$ cat src/design/ifc_pkg.sv
/*
 Package for the interrupt enable and flag block: register offsets, reset values,
 bit positions of the named sources and the mask of implemented flag bits.
 Assumes a 16-bit APB byte address with 32-bit data.
*/
package ifc_pkg;
	localparam int          ADDR_W          = 16;
	localparam int          DATA_W          = 32;

	// Register byte offsets
	localparam logic [15:0] OFF_POLARITY    = 16'h3000;
	localparam logic [15:0] OFF_CLEAR       = 16'h3004;
	localparam logic [15:0] OFF_SELECT0     = 16'h3008;
	localparam logic [15:0] OFF_SELECT1     = 16'h300c;
	localparam logic [15:0] OFF_FLAGS0      = 16'h3010;
	localparam logic [15:0] OFF_FLAGS1      = 16'h3014;
	localparam logic [15:0] OFF_SYS_STATUS  = 16'h3018;
	localparam logic [15:0] OFF_SYS_MASK    = 16'h301c;

	// Reset values
	localparam logic [31:0] SELECT_RESET    = 32'h0000_2000;
	localparam logic [31:0] FLAGS_RESET     = 32'h0000_0000;
	localparam logic [31:0] ZERO_WORD       = 32'h0000_0000;
	localparam logic [2:0]  SYS_RESET       = 3'h0;

	// Flag bits that exist; reserved flag bits read as zero
	localparam logic [31:0] FLAG_VALID      = 32'haf83_bfff;

	// Source bit positions
	localparam int          BIT_ADC_RESULT  = 0;
	localparam int          BIT_DFT_RESULT  = 1;
	localparam int          BIT_SINC2_READY = 2;
	localparam int          BIT_TEMP_RESULT = 3;
	localparam int          BIT_ADC_MAX     = 5;
	localparam int          BIT_ADC_DELTA   = 6;
	localparam int          BIT_CUSTOM0     = 9;
	localparam int          BIT_CUSTOM3     = 12;
	localparam int          BIT_BOOT_DONE   = 13;
	localparam int          BIT_END_OF_SEQ  = 15;
	localparam int          BIT_FIFO_EMPTY  = 24;
	localparam int          BIT_FIFO_THRESH = 25;
	localparam int          BIT_FIFO_OVF    = 26;
	localparam int          BIT_FIFO_UNF    = 27;
	localparam int          BIT_COLLISION   = 31;

	// System status bits
	localparam int          SYS_OUT0        = 0;
	localparam int          SYS_OUT1        = 1;
	localparam int          SYS_COLLIDE     = 2;
	localparam int          SYS_W           = 3;
endpackage

$ cat src/design/ifc_flag_bank.sv
/*
 One bank of sticky interrupt flags for one output line.
 Assumes event inputs are one-cycle pulses synchronous to pclk and that the
 clear strobe is already qualified by a completed bus write.
*/
`timescale 1ns/1ps
module ifc_flag_bank (
	input  wire logic        pclk,
	input  wire logic        presetn,
	input  wire logic        ce,
	input  wire logic [31:0] event_in,
	input  wire logic [31:0] enable,
	input  wire logic        clear_we,
	input  wire logic [31:0] clear_bits,
	output logic      [31:0] flags_q
);
	import ifc_pkg::*;

	logic [31:0] set_bits;
	logic [31:0] flags_d;

	always_comb
	begin
		// Only enabled sources may latch a flag
		set_bits = event_in & enable & FLAG_VALID;
		flags_d  = flags_q;
		if (clear_we)
			flags_d = flags_d & ~clear_bits;
		// Set after clear so a same-cycle event is never lost
		flags_d = flags_d | set_bits;
	end

	always_ff @(posedge pclk or negedge presetn)
	begin
		if (!presetn)
			flags_q <= FLAGS_RESET;
		else if (ce)
			flags_q <= flags_d;
	end
endmodule

$ cat src/design/ifc_top.sv
/*
 Interrupt enable and flag logic with an APB register slave, two edge-signalled
 interrupt output pins and a masked summary interrupt.
 Assumes source events are one-cycle pulses synchronous to pclk, the sequencer
 gives a running level and a start request pulse, and pclk runs at 40 MHz.
*/
// The APB register port was decided locally.
`timescale 1ns/1ps
// What this block does
// - Source reaches output only when enabled
// - Boot-done enable resets to one, others zero
// - Delta-fail enable bit 6, max-fail bit 5
// - Four custom sources, highest at bit 12
// - Sinc2, DFT, ADC, temperature have enables
// - Collision sets bit 31, request dropped
// - Flags read-only, underflow at bit 27
// - FIFO overflow, threshold, empty at 26-24
// - Two flag registers, zero after reset
// - Writing one to clear register clears flag
// - Polarity picks falling or rising output edge
// - Flag bank zero drives output zero
module ifc_top (
	input  wire logic                      pclk,
	input  wire logic                      presetn,
	input  wire logic                      ce,
	input  wire logic [ifc_pkg::ADDR_W-1:0] paddr,
	input  wire logic                      psel,
	input  wire logic                      penable,
	input  wire logic                      pwrite,
	input  wire logic [ifc_pkg::DATA_W-1:0] pwdata,
	output logic      [ifc_pkg::DATA_W-1:0] prdata,
	output logic                           pready,
	output logic                           pslverr,
	input  wire logic [ifc_pkg::DATA_W-1:0] src_event,
	input  wire logic                      seq_b_request,
	input  wire logic                      seq_a_running,
	output logic                           seq_b_start,
	output logic                           int_out0,
	output logic                           int_out1,
	output logic                           irq
);
	import ifc_pkg::*;

	logic [31:0]      select0_q;
	logic [31:0]      select1_q;
	logic             polarity_q;
	logic [SYS_W-1:0] sys_status_q;
	logic [SYS_W-1:0] sys_mask_q;
	logic [31:0]      flags0;
	logic [31:0]      flags1;
	logic             any0_prev_q;
	logic             any1_prev_q;
	logic [31:0]      prdata_q;
	logic             pready_q;
	logic             pslverr_q;
	logic             seq_b_start_q;
	logic             int_out0_q;
	logic             int_out1_q;
	logic             irq_q;

	logic             setup;
	logic             wr_done;
	logic             addr_hit;
	logic [31:0]      read_mux;
	logic             collision;
	logic [31:0]      events;
	logic             clear_we;
	logic             any0;
	logic             any1;
	logic [SYS_W-1:0] sys_set;

	assign prdata      = prdata_q;
	assign pready      = pready_q;
	assign pslverr     = pslverr_q;
	assign seq_b_start = seq_b_start_q;
	assign int_out0    = int_out0_q;
	assign int_out1    = int_out1_q;
	assign irq         = irq_q;

	// Bus phases
	assign setup   = psel & ~penable;
	assign wr_done = psel & penable & pready_q & pwrite;
	assign clear_we = wr_done & (paddr == OFF_CLEAR);

	always_comb
	begin
		addr_hit = 1'b1;
		read_mux = ZERO_WORD;
		unique case (paddr)
			OFF_POLARITY:   read_mux = {31'h0000_0000, polarity_q};
			OFF_CLEAR:      read_mux = ZERO_WORD;
			OFF_SELECT0:    read_mux = select0_q;
			OFF_SELECT1:    read_mux = select1_q;
			OFF_FLAGS0:     read_mux = flags0;
			OFF_FLAGS1:     read_mux = flags1;
			OFF_SYS_STATUS: read_mux = {29'h0000_0000, sys_status_q};
			OFF_SYS_MASK:   read_mux = {29'h0000_0000, sys_mask_q};
			default:        addr_hit = 1'b0;
		endcase
	end

	// Answer is prepared in the setup cycle so the access phase has no wait state
	always_ff @(posedge pclk or negedge presetn)
	begin
		if (!presetn)
		begin
			pready_q  <= 1'b0;
			prdata_q  <= ZERO_WORD;
			pslverr_q <= 1'b0;
		end
		else if (ce)
		begin
			pready_q  <= setup;
			pslverr_q <= setup & ~addr_hit;
			if (setup && !pwrite)
				prdata_q <= read_mux;
		end
	end

	// Enable registers; reserved bits are kept as plain storage
	always_ff @(posedge pclk or negedge presetn)
	begin
		if (!presetn)
		begin
			select0_q <= SELECT_RESET;
			select1_q <= SELECT_RESET;
		end
		else if (ce && wr_done)
		begin
			if (paddr == OFF_SELECT0)
				select0_q <= pwdata;
			if (paddr == OFF_SELECT1)
				select1_q <= pwdata;
		end
	end

	always_ff @(posedge pclk or negedge presetn)
	begin
		if (!presetn)
		begin
			polarity_q <= 1'b0;
			sys_mask_q <= SYS_RESET;
		end
		else if (ce && wr_done)
		begin
			if (paddr == OFF_POLARITY)
				polarity_q <= pwdata[0];
			if (paddr == OFF_SYS_MASK)
				sys_mask_q <= pwdata[SYS_W-1:0];
		end
	end

	// A second-sequence request during a running first sequence is dropped
	assign collision = seq_b_request & seq_a_running;

	always_ff @(posedge pclk or negedge presetn)
	begin
		if (!presetn)
			seq_b_start_q <= 1'b0;
		else if (ce)
			seq_b_start_q <= seq_b_request & ~seq_a_running;
	end

	// Bit 31 is owned by the collision detector, not by the source port
	assign events = {collision, src_event[30:0]};

	ifc_flag_bank u_bank0 (
		.pclk       (pclk),
		.presetn    (presetn),
		.ce         (ce),
		.event_in   (events),
		.enable     (select0_q),
		.clear_we   (clear_we),
		.clear_bits (pwdata),
		.flags_q    (flags0)
	);

	ifc_flag_bank u_bank1 (
		.pclk       (pclk),
		.presetn    (presetn),
		.ce         (ce),
		.event_in   (events),
		.enable     (select1_q),
		.clear_we   (clear_we),
		.clear_bits (pwdata),
		.flags_q    (flags1)
	);

	assign any0 = |flags0;
	assign any1 = |flags1;

	// Pin idles at the inactive level; changing polarity while idle makes an edge
	always_ff @(posedge pclk or negedge presetn)
	begin
		if (!presetn)
		begin
			int_out0_q <= 1'b1;
			int_out1_q <= 1'b1;
		end
		else if (ce)
		begin
			int_out0_q <= any0 ? polarity_q : ~polarity_q;
			int_out1_q <= any1 ? polarity_q : ~polarity_q;
		end
	end

	always_ff @(posedge pclk or negedge presetn)
	begin
		if (!presetn)
		begin
			any0_prev_q <= 1'b0;
			any1_prev_q <= 1'b0;
		end
		else if (ce)
		begin
			any0_prev_q <= any0;
			any1_prev_q <= any1;
		end
	end

	always_comb
	begin
		sys_set              = SYS_RESET;
		sys_set[SYS_OUT0]    = any0 & ~any0_prev_q;
		sys_set[SYS_OUT1]    = any1 & ~any1_prev_q;
		sys_set[SYS_COLLIDE] = collision;
	end

	// Sticky summary status, write one to clear, set wins
	always_ff @(posedge pclk or negedge presetn)
	begin
		if (!presetn)
			sys_status_q <= SYS_RESET;
		else if (ce)
		begin
			if (wr_done && paddr == OFF_SYS_STATUS)
				sys_status_q <= (sys_status_q & ~pwdata[SYS_W-1:0]) | sys_set;
			else
				sys_status_q <= sys_status_q | sys_set;
		end
	end

	always_ff @(posedge pclk or negedge presetn)
	begin
		if (!presetn)
			irq_q <= 1'b0;
		else if (ce)
			irq_q <= |(sys_status_q & sys_mask_q);
	end
endmodule

$ cat config.mk
export PLATFORM = sky130hd
export DESIGN_NAME = ifc_top
export DESIGN_NICKNAME = d
export VERILOG_FILES = /design/src/design/ifc_pkg.sv /design/src/design/ifc_flag_bank.sv /design/src/design/ifc_top.sv
export SDC_FILE = /design/constraint.sdc
export NUM_CORES = 1
export LEC_CHECK = 0
export ABC_CLOCK_PERIOD_IN_PS = 2400
export BUFFER_PORTS_ARGS = -buffer_cell sky130_fd_sc_hd__buf_2
export CAP_MARGIN = 25
export CORE_ASPECT_RATIO = 1.4
export CORE_MARGIN = 10
export CORE_UTILIZATION = 55
export CTS_BUF_LIST = sky130_fd_sc_hd__clkbuf_8
export CTS_CLUSTER_DIAMETER = 50
export DETAILED_ROUTE_END_ITERATION = 12
export PLACE_DENSITY_LB_ADDON = 0.1
export RECOVER_POWER = 25
export REMOVE_ABC_BUFFERS = 1
export SETUP_SLACK_MARGIN = 0.3
export SYNTH_ARGS = -nofsm -noshare
export SYNTH_HDL_FRONTEND = slang
export SYNTH_SLANG_ARGS = --single-unit
$ cat constraint.sdc
create_clock -name pclk -period 2.4 [get_ports pclk]
set_clock_uncertainty 0.15 [all_clocks]
set_input_delay 0.12 -clock pclk [delete_from_list [all_inputs] [get_ports pclk]]
set_output_delay 0.12 -clock pclk [all_outputs]
set_load 0.02 [all_outputs]
==> results.cfg, run 1 <==
[run_status]
status = completed

[floorplan]
std_cell_rows = 50
initial_core_util = 0.566
io_pins = 126
die_w_um = 120
die_h_um = 160
core-area_um2 = 13500
dieArea_um2 = 19100

[routing]
wirelength_um = 21600
post-route-drc-count = 0
via_per_inst = 6.26
drt_iter0_markers = 729
postRouteAntennaNets = 0
dr_total_vias = 6195
wire_per_inst_um = 21.8
drtPass1Iterations = 6

[worst_hold_path]
worstHoldPathType = in2reg

[logic_synthesis]
synth_cell_type_count = 50
synth_edf_count = 0
dominantRegCellSynth = dfrtp_1
async_flop_share = 1.00
seq_area_frac_synth = 0.573
syn_area_um2 = 7650
avgSynthCellArea_um2 = 12.6
synth-seq-cells = 175
yosysWarnings = 0
postSynthCellCount = 606

[timing]
setup_ws_ns = 0.387
slew_headroom = 0.286
slew_viol_final = 0
fin_crit_sh = 0.839
fmax_mhz = 497
hold_viol_final = 0
whs_ns = 0.0327
tightest_slew_ns = 1.07
tns_ns = 0
fin_crit_ns = 2.01
setup_viol = 0
rsz0062_at_grt = no

[clock_tree]
cts_hold_buf = 63
cts.clk_slew.worst_paths_ns = 0.10
clk_latency_ns = 0.46
cts_buffers = 17
cts.repair.resized = 0
htreeDepth = 4
clock-root-buffer = clkbuf_8
cts_sinks = 175
cts_tree = done
post-cts-setup-buffer-count = 0
clk_path_buf_depth = 2

[placed_design]
place_congestion = 0.870
pre_cts_ws_ns = -0.0844
post-dp-hpwl_um = 14400
port_buffers = 116
postPlaceCellArea_um2 = 8670

[layout]
final_nets = 883
area_growth_pct = 26.5
multi_input_comb_area_um2 = 3080
layout-drive-gt1-share = 0.325
n_antenna_cell = 0
seq_area_um2 = 4380
final_area_um2 = 9670
n_fill_cell = 982

[worst_setup_path]
startpoint_type = input port
cp_data_required_time_ns = 2.59
end_kind = flop
crit_fanout = 20
critPathArrivalTime_ns = 2.20
crit_type = in2reg

[global_route]
grt_pass1_vias = 6542
grt_use_total = 0.226
antenna_found_initial = 0
grt_pass1_wl_um = 34800
gr-total-overflow = 0
grt_max_degree = 81

[power]
leakagePower_nw = 4.40
vdd_ir_drop_max_mv = 0.343
powerDensity_nw_per_um2 = 597

[flow_run]
maxCapViolations = 0
==> critical path, stage by stage <==
cell and delay, ns:
buf_2 0.09, or4_1 0.55, or4_4 0.55, nor3_4 0.30
buf_12 0.25, mux2_4 0.32
==> routing by layer <==
layer  vias to the layer above  wire length [µm]  track usage
met5                         -                 0            0
met4                         0               200       0.0594
met3                        19              1600       0.0525
met2                       256             11000        0.374
met1                      3158              8740        0.289
li1                       2762                 -            -
==> where the power goes <==
| part | leakage, nW | switching, mW | internal, mW |
|---|---|---|---|
| Sequential | 2.36 | 0.0576 | 3.05 |
| Combinational | 1.85 | 0.400 | 0.273 |
| Clock | 0.199 | 1.08 | 0.911 |
==> area by class of cell <==
class                   count  share of cell area
flip-flops and latches    175               0.453
multi-input cells         385               0.319
repair buffers            214               0.163
clock inverters            12              0.0118
inverters                   2            0.000776
well taps                 182              0.0235
clock buffers              20              0.0285
==> cells in the final DEF, fill, tap and decap left out, types with 25 or more instances in the layout <==
| cell type | instances |
|---|---|
| nand3_1 | 31 |
| buf_2 | 115 |
| a32o_1 | 46 |
| nor2_1 | 37 |
| mux2_2 | 38 |
| buf_4 | 25 |
| mux2_4 | 30 |
| nand2_1 | 36 |
| dlygate4sd3_1 | 63 |
| dfrtp_1 | 171 |
| a31oi_1 | 35 |
| a222oi_1 | 30 |
==> sequential cells by signal (all words and copies together), names as in the netlist, 3 cells and up <==
signal           flops
sys_status_q         3
prdata              32
u_bank0.flags_q     32
sys_mask_q           3
select0_q           32
select1_q           32
u_bank1.flags_q     32
==> synth_stat cells, types with 4 or more instances <==
library cell,instances,area share
nand3_1,31,0.020
nor2b_1,4,0.0033
dfrtp_1,171,0.56
a21boi_0,13,0.013
a21oi_1,5,0.0033
buf_1,4,0.0020
nand4_1,5,0.0041
mux2_2,38,0.056
mux2_4,30,0.059
o21ai_0,4,0.0026
a222oi_1,30,0.039
nor2_1,38,0.019
a32oi_1,4,0.0046
clkbuf_1,30,0.015
a32o_1,46,0.060
nor4_1,21,0.017
a31oi_1,35,0.029
nand2_1,36,0.018
dfstp_2,4,0.014
and3_1,4,0.0033
buf_2,7,0.0046
==> logic make-up after synthesis <==
group,share of synthesized area
muxes,0.120
AOI/OAI and AO/OA,0.166
and+or+nand+nor,0.110
buffers and inverters,0.0301
DFF,0.573
==> metrics by stage <==
stage          utilization  total power, mW  cells
3_5_place_dp         0.641             3.77    895
6_report             0.716             5.77    990
4_1_cts              0.717             5.82    990
3_3_place_gp         0.641             3.75    895
5_1_grt              0.716             6.01    990
2_1_floorplan            -             3.42    562
==> path summary, 6_finish.rpt <==
path,end,cells past startpoint,slack (ns),start
max,select1_q[17],6,0.39,paddr[9]
min,prdata[2],5,0.03,paddr[6]
max reg2reg,int_out0,5,0.45,u_bank0.flags_q[28]
min reg2reg,int_out0,2,0.36,int_out0
max in group asynchronous,prdata[22],3,0.45,presetn
min in group asynchronous,prdata[18],2,0.09,presetn
No activity file was read; power rests on OpenSTA's default activity.
==> run 2: changes to the inputs <==
- ABC_CLOCK_PERIOD_IN_PS: 2400 -> 1900
- clock period: 2.4 -> 1.9 ns (I/O delays scaled with it)
==> run 2 against run 1 <==
Against the previous run:
- the run now ends with setup timing left
- combinational power increased by 42%
- register-to-register slack got worse by 0.54 ns
- die area unchanged
- sequential share of layout area decreased by 7.7 points
- routed wire length increased by 40%
- setup slack got worse by 0.48 ns
- utilization increased by 15 points
- design area increased by 21%
- critical path depth decreased by 2
==> results.cfg, run 2 (same netlist as run 1, synthesis figures left out) <==
[routing]
drtPass1Iterations = 12
dr_total_vias = 7426
wire_per_inst_um = 28.3
via_per_inst = 6.94
post-route-drc-count = 0
postRouteAntennaNets = 0
drt_iter0_markers = 985
wirelength_um = 30300

[timing]
fmax_mhz = 502
slew_viol_final = 0
slew_headroom = 0.609
hold_viol_final = 0
setup_viol = 17
whs_ns = 0.0380
setup_ws_ns = -0.0913
fin_crit_ns = 1.99
rsz0062_at_grt = yes
tightest_slew_ns = 0.582
tns_ns = -0.400
fin_crit_sh = 1.05

[layout]
area_growth_pct = 52.6
layout-drive-gt1-share = 0.441
n_antenna_cell = 0
final_area_um2 = 11700
layout_commonest_cell = dfrtp_1
mostFrequentLayoutCells = 171 x dfrtp_1, 77 x buf_2, 67 x mux2_4
final_nets = 964

[run_status]
violations = setup timing
status = finished with violations

[worst_setup_path]
r2r.worst_path.cells = 4
cp_data_required_time_ns = 2.13
critPathArrivalTime_ns = 2.23
end_kind = flop
crit_fanout = 3
timing.rr.end = int_out1
rrSetupSlack_ns = -0.09
startpoint_type = flop
crit_type = reg2reg
regToRegStartpoint = u_bank1.flags_q[10]

[clock_tree]
clock-root-buffer = clkbuf_8
clk_path_buf_depth = 2
htreeDepth = 4
cts_sinks = 175
clk_latency_ns = 0.46
cts_tree = done
cts.clk_slew.worst_paths_ns = 0.10
cts_buffers = 17

[global_route]
gr-total-overflow = 0
grt_max_degree = 48
grt_pass1_vias = 7689
grt_pass1_wl_um = 42100
grt_use_total = 0.276
antenna_found_initial = 0

[power]
leakagePower_nw = 5.10
p_total_mw = 7.59
vdd_ir_drop_max_mv = 0.478
powerDensity_nw_per_um2 = 651

[flow_run]
maxCapViolations = 0

[placed_design]
post-dp-hpwl_um = 15500
port_buffers = 116
postPlaceCellArea_um2 = 8940
place_congestion = 0.850

[floorplan]
core-area_um2 = 13500
std_cell_rows = 50
io_pins = 126
dieArea_um2 = 19100
initial_core_util = 0.566
die_h_um = 160
die_w_um = 120

[worst_hold_path]
worstHoldPathType = in2reg
worstHoldStart = pwrite
holdPathStages = 5
hold_end = prdata[25]
## run 2: cell types whose count changed in the layout (fill, tap and decap cells not counted), moves of 14 or more
cell | previous run | this run
clkbuf_1 | 1 | 35
buf_2 | 115 | 77
nand3_1 | 31 | 6
buf_12 | 8 | 27
mux2_2 | 38 | 3
buf_4 | 25 | 48
buf_6 | 1 | 24
mux2_4 | 30 | 67
nand3_4 | 0 | 24
nor4_1 | 18 | 4
a21boi_2 | 0 | 15
## run 2: repair_timing
| item | in CTS | in global routing |
|---|---|---|
| hold buffers | 61 | 0 |
| cloned | 15 | 2 |
| pin swaps | 78 | 63 |
| hold endpoints to repair | 308 | 0 |
| buffers inserted | 29 | 12 |
| gates resized for setup | 123 | 105 |
| setup endpoints to repair | 170 | 172 |
## run 2: stage by stage
| stage | util | worst slack (ns) | instances |
|---|---|---|---|
| after global routing | 0.863 | -0.114 | 1070 |
| after detailed placement | 0.662 | -0.548 | 920 |
| final | 0.863 | -0.0913 | 1070 |
| after global placement | 0.662 | -0.520 | 920 |
| after CTS | 0.826 | 0.0109 | 1056 |
| after floorplan | - | -3.40 | 562 |
## run 2: final cells by class
cell class                      instances  area (µm²)
Clock buffer                           20         275
Tap cell                              182         228
Inverter                                2        7.51
Sequential cell                       175        4380
Fill cell                             605        1850
Clock inverter                         11         131
Multi-Input combinational cell        385        3830
Timing Repair Buffer                  295        2810
## run 2: worst max-delay path: stages (launching register included)
cell     delay (ns)
dfrtp_1        0.42
nor4_1         0.56
nand4_1        0.25
or3_1          0.38
a31oi_1        0.17
## run 2: where the power goes
part	internal, mW	leakage, nW	total [mW]	switching, mW
combinational	0.353	2.55	0.956	0.603
sequential	3.85	2.36	3.94	0.0890
clock	1.28	0.198	2.69	1.41
## run 2: worst max-delay path by stage
stage / start / end / cells after the start / slack, ns
floorplan: pwrite / prdata[1] / 3 / -3.40
global placement: paddr[15] / select1_q[12] / 6 / -0.52
detailed placement: paddr[15] / select1_q[24] / 6 / -0.55
CTS: paddr[15] / select1_q[30] / 7 / 0.01
global route: paddr[10] / prdata[7] / 10 / -0.11
finish: u_bank1.flags_q[10] / int_out1 / 4 / -0.09
## run 2: routing by layer
metal	routed length, µm	global-route usage	vias to the layer above
met4	1930	0.145	0
met5	0	0	-
met3	3070	0.0748	178
met2	14800	0.457	597
li1	-	-	2936
met1	10500	0.319	3715
==> run 3: changes to the inputs <==
- ABC_CLOCK_PERIOD_IN_PS: 1900 -> 2050
- GPL_TIMING_DRIVEN: not set -> 0
- clock period: 1.9 -> 2.05 ns (I/O delays scaled with it)
==> run 3 against run 2 <==
Against the previous run:
- largest power group unchanged
- the flow now finishes without violations
- total power fell by 7.3%
- highest routed layer unchanged
- combinational power fell by 5.6%
- worst hold slack improved by 0.026 ns
- sequential share of layout area rose by 1.3 points
- critical path depth rose by 7
- non-clock buffer count fell by 11
==> results.cfg, run 3 (same netlist as run 1, synthesis figures left out) <==
[power]
swShare = 0.263
power.switching_mw = 1.85
internal_power_mw = 5.18
vdd_ir_drop_max_mv = 0.433
powerDensity_nw_per_um2 = 623
p_clk_frac = 0.353
p_comb_frac = 0.128
seqPwrFrac = 0.519
leakagePower_nw = 5.13

[worst_setup_path]
cp_data_required_time_ns = 2.28
startpoint_type = input port
crit_fanout = 8
rrSetupSlack_ns = 0.12
end_kind = flop
crit_type = in2reg
critPathArrivalTime_ns = 2.28

[flow_run]
maxCapViolations = 0

[routing]
postRouteAntennaNets = 0
via_per_inst = 6.72
wirelength_um = 28300
drtPass1Iterations = 10
post-route-drc-count = 0
dr_total_vias = 7142
wire_per_inst_um = 26.6
drt_iter0_markers = 1048

[floorplan]
die_h_um = 160
dieArea_um2 = 19100
io_pins = 126
std_cell_rows = 50
core-area_um2 = 13500
die_w_um = 120
initial_core_util = 0.566

[layout]
seq_area_um2 = 4390
area_growth_pct = 47.5
mostFrequentLayoutCells = 170 x dfrtp_1, 108 x buf_2, 71 x dlygate4sd3_1
n_fill_cell = 707
layout.cells.non_filler = 1063
multi_input_comb_area_um2 = 3720
layout-drive-gt1-share = 0.452
final_nets = 955
layout_commonest_cell = dfrtp_1

[global_route]
grt_pass1_wl_um = 40100
antenna_found_initial = 1
grt_pass1_vias = 7237
grt_use_total = 0.265
gr-total-overflow = 0
grt_max_degree = 132

[placed_design]
post-dp-hpwl_um = 15200
dp.cells = 887
port_buffers = 116
place_congestion = 0.851
pre_cts_ws_ns = -1.38

[timing]
fin_crit_ns = 2.04
hold_viol_final = 0
fmax_mhz = 489
setup_viol = 0
slew_viol_final = 0
rsz0062_at_grt = yes
fin_crit_sh = 0.997
tightest_slew_ns = 1.19
slew_headroom = 0.209
setup_ws_ns = 0.00608

[clock_tree]
cts.clk_slew.worst_paths_ns = 0.09
clk_path_buf_depth = 2
cts_hold_buf = 71
clock-root-buffer = clkbuf_8
clk_latency_ns = 0.47
cts_tree = done
cts_buffers = 17
htreeDepth = 4
cts_sinks = 175

[run_status]
status = completed

[worst_hold_path]
worstHoldPathType = in2reg
==> run 3: changes by cell type in the layout (fill, tap and decap cells not counted), moves of 9 or more <==
cell / change
mux2_4: -34
clkbuf_1: -33
mux2_2: +32
buf_2: +31
buf_12: -18
dlygate4sd3_1: +10
a21boi_2: -9
nand2_1: -9
==> run 3: cell type report <==
cell class,instances,share of cell area
Inverter,2,0.000665
Clock buffer,19,0.0232
Tap cell,182,0.0202
Antenna cell,1,0.000222
Timing Repair Buffer,284,0.224
Clock inverter,13,0.0131
Multi-Input combinational cell,387,0.329
Sequential cell,175,0.389
==> run 3: metal layers <==
metal | GRT usage | share of wire
met4 | 0.130 | 0.049
met3 | 0.0638 | 0.088
met5 | 0 | 0
met1 | 0.313 | 0.36
met2 | 0.440 | 0.50
==> run 3: final timing paths <==
kind	start	to	depth (start not counted)
setup / recovery	paddr[15]	prdata[1]	11
hold / removal	penable	prdata[27]	5
setup reg to reg	pready	select0_q[16]	6
hold reg to reg	select0_q[22]	select0_q[22]	1
max in group asynchronous	presetn	u_bank0.flags_q[28]	3
min in group asynchronous	presetn	select1_q[3]	2
==> run 3: stage by stage <==
stage | area, µm² | TNS (ns) | utilization | hold slack (ns) | power, mW
after floorplan | 7420 | -219.14 | - | -0.343 | 4.00
after global placement | 8230 | -875.94 | 0.609 | 0.137 | 4.37
after detailed placement | 8640 | -130.67 | 0.640 | -0.130 | 4.40
after CTS | 10500 | 0 | 0.778 | -0.0512 | 7.00
after global routing | 11300 | -0.00481 | 0.835 | 0.0486 | 7.27
final | 11300 | 0 | 0.835 | 0.0643 | 7.03
==> run 3: repair_timing <==
action,CTS,global route
endpoints found under the setup margin,171,172
cloned,5,4
resized for setup,51,124
setup buffers,46,17
endpoints found under the hold margin,319,39
pin swaps,28,96
==> run 3: critical path: stages <==
cell and delay (ns):
buf_6 0.09, or4bb_4 0.58, buf_6 0.14, buf_6 0.10, buf_6 0.11, buf_6 0.12, nor4_4 0.39, buf_4 0.21
buf_8 0.14, nand2_1 0.09, a32oi_2 0.19
==> run 3: power by group through the flow <==
stage | Clock [mW] | Combinational [mW] | Sequential [mW]
after CTS | 2.52 | 0.838 | 3.64
after global placement | 0 | 0.662 | 3.71
final | 2.48 | 0.902 | 3.65
after detailed placement | 0 | 0.696 | 3.71
after global routing | 2.65 | 0.962 | 3.66
after floorplan | 0 | 0.150 | 3.85
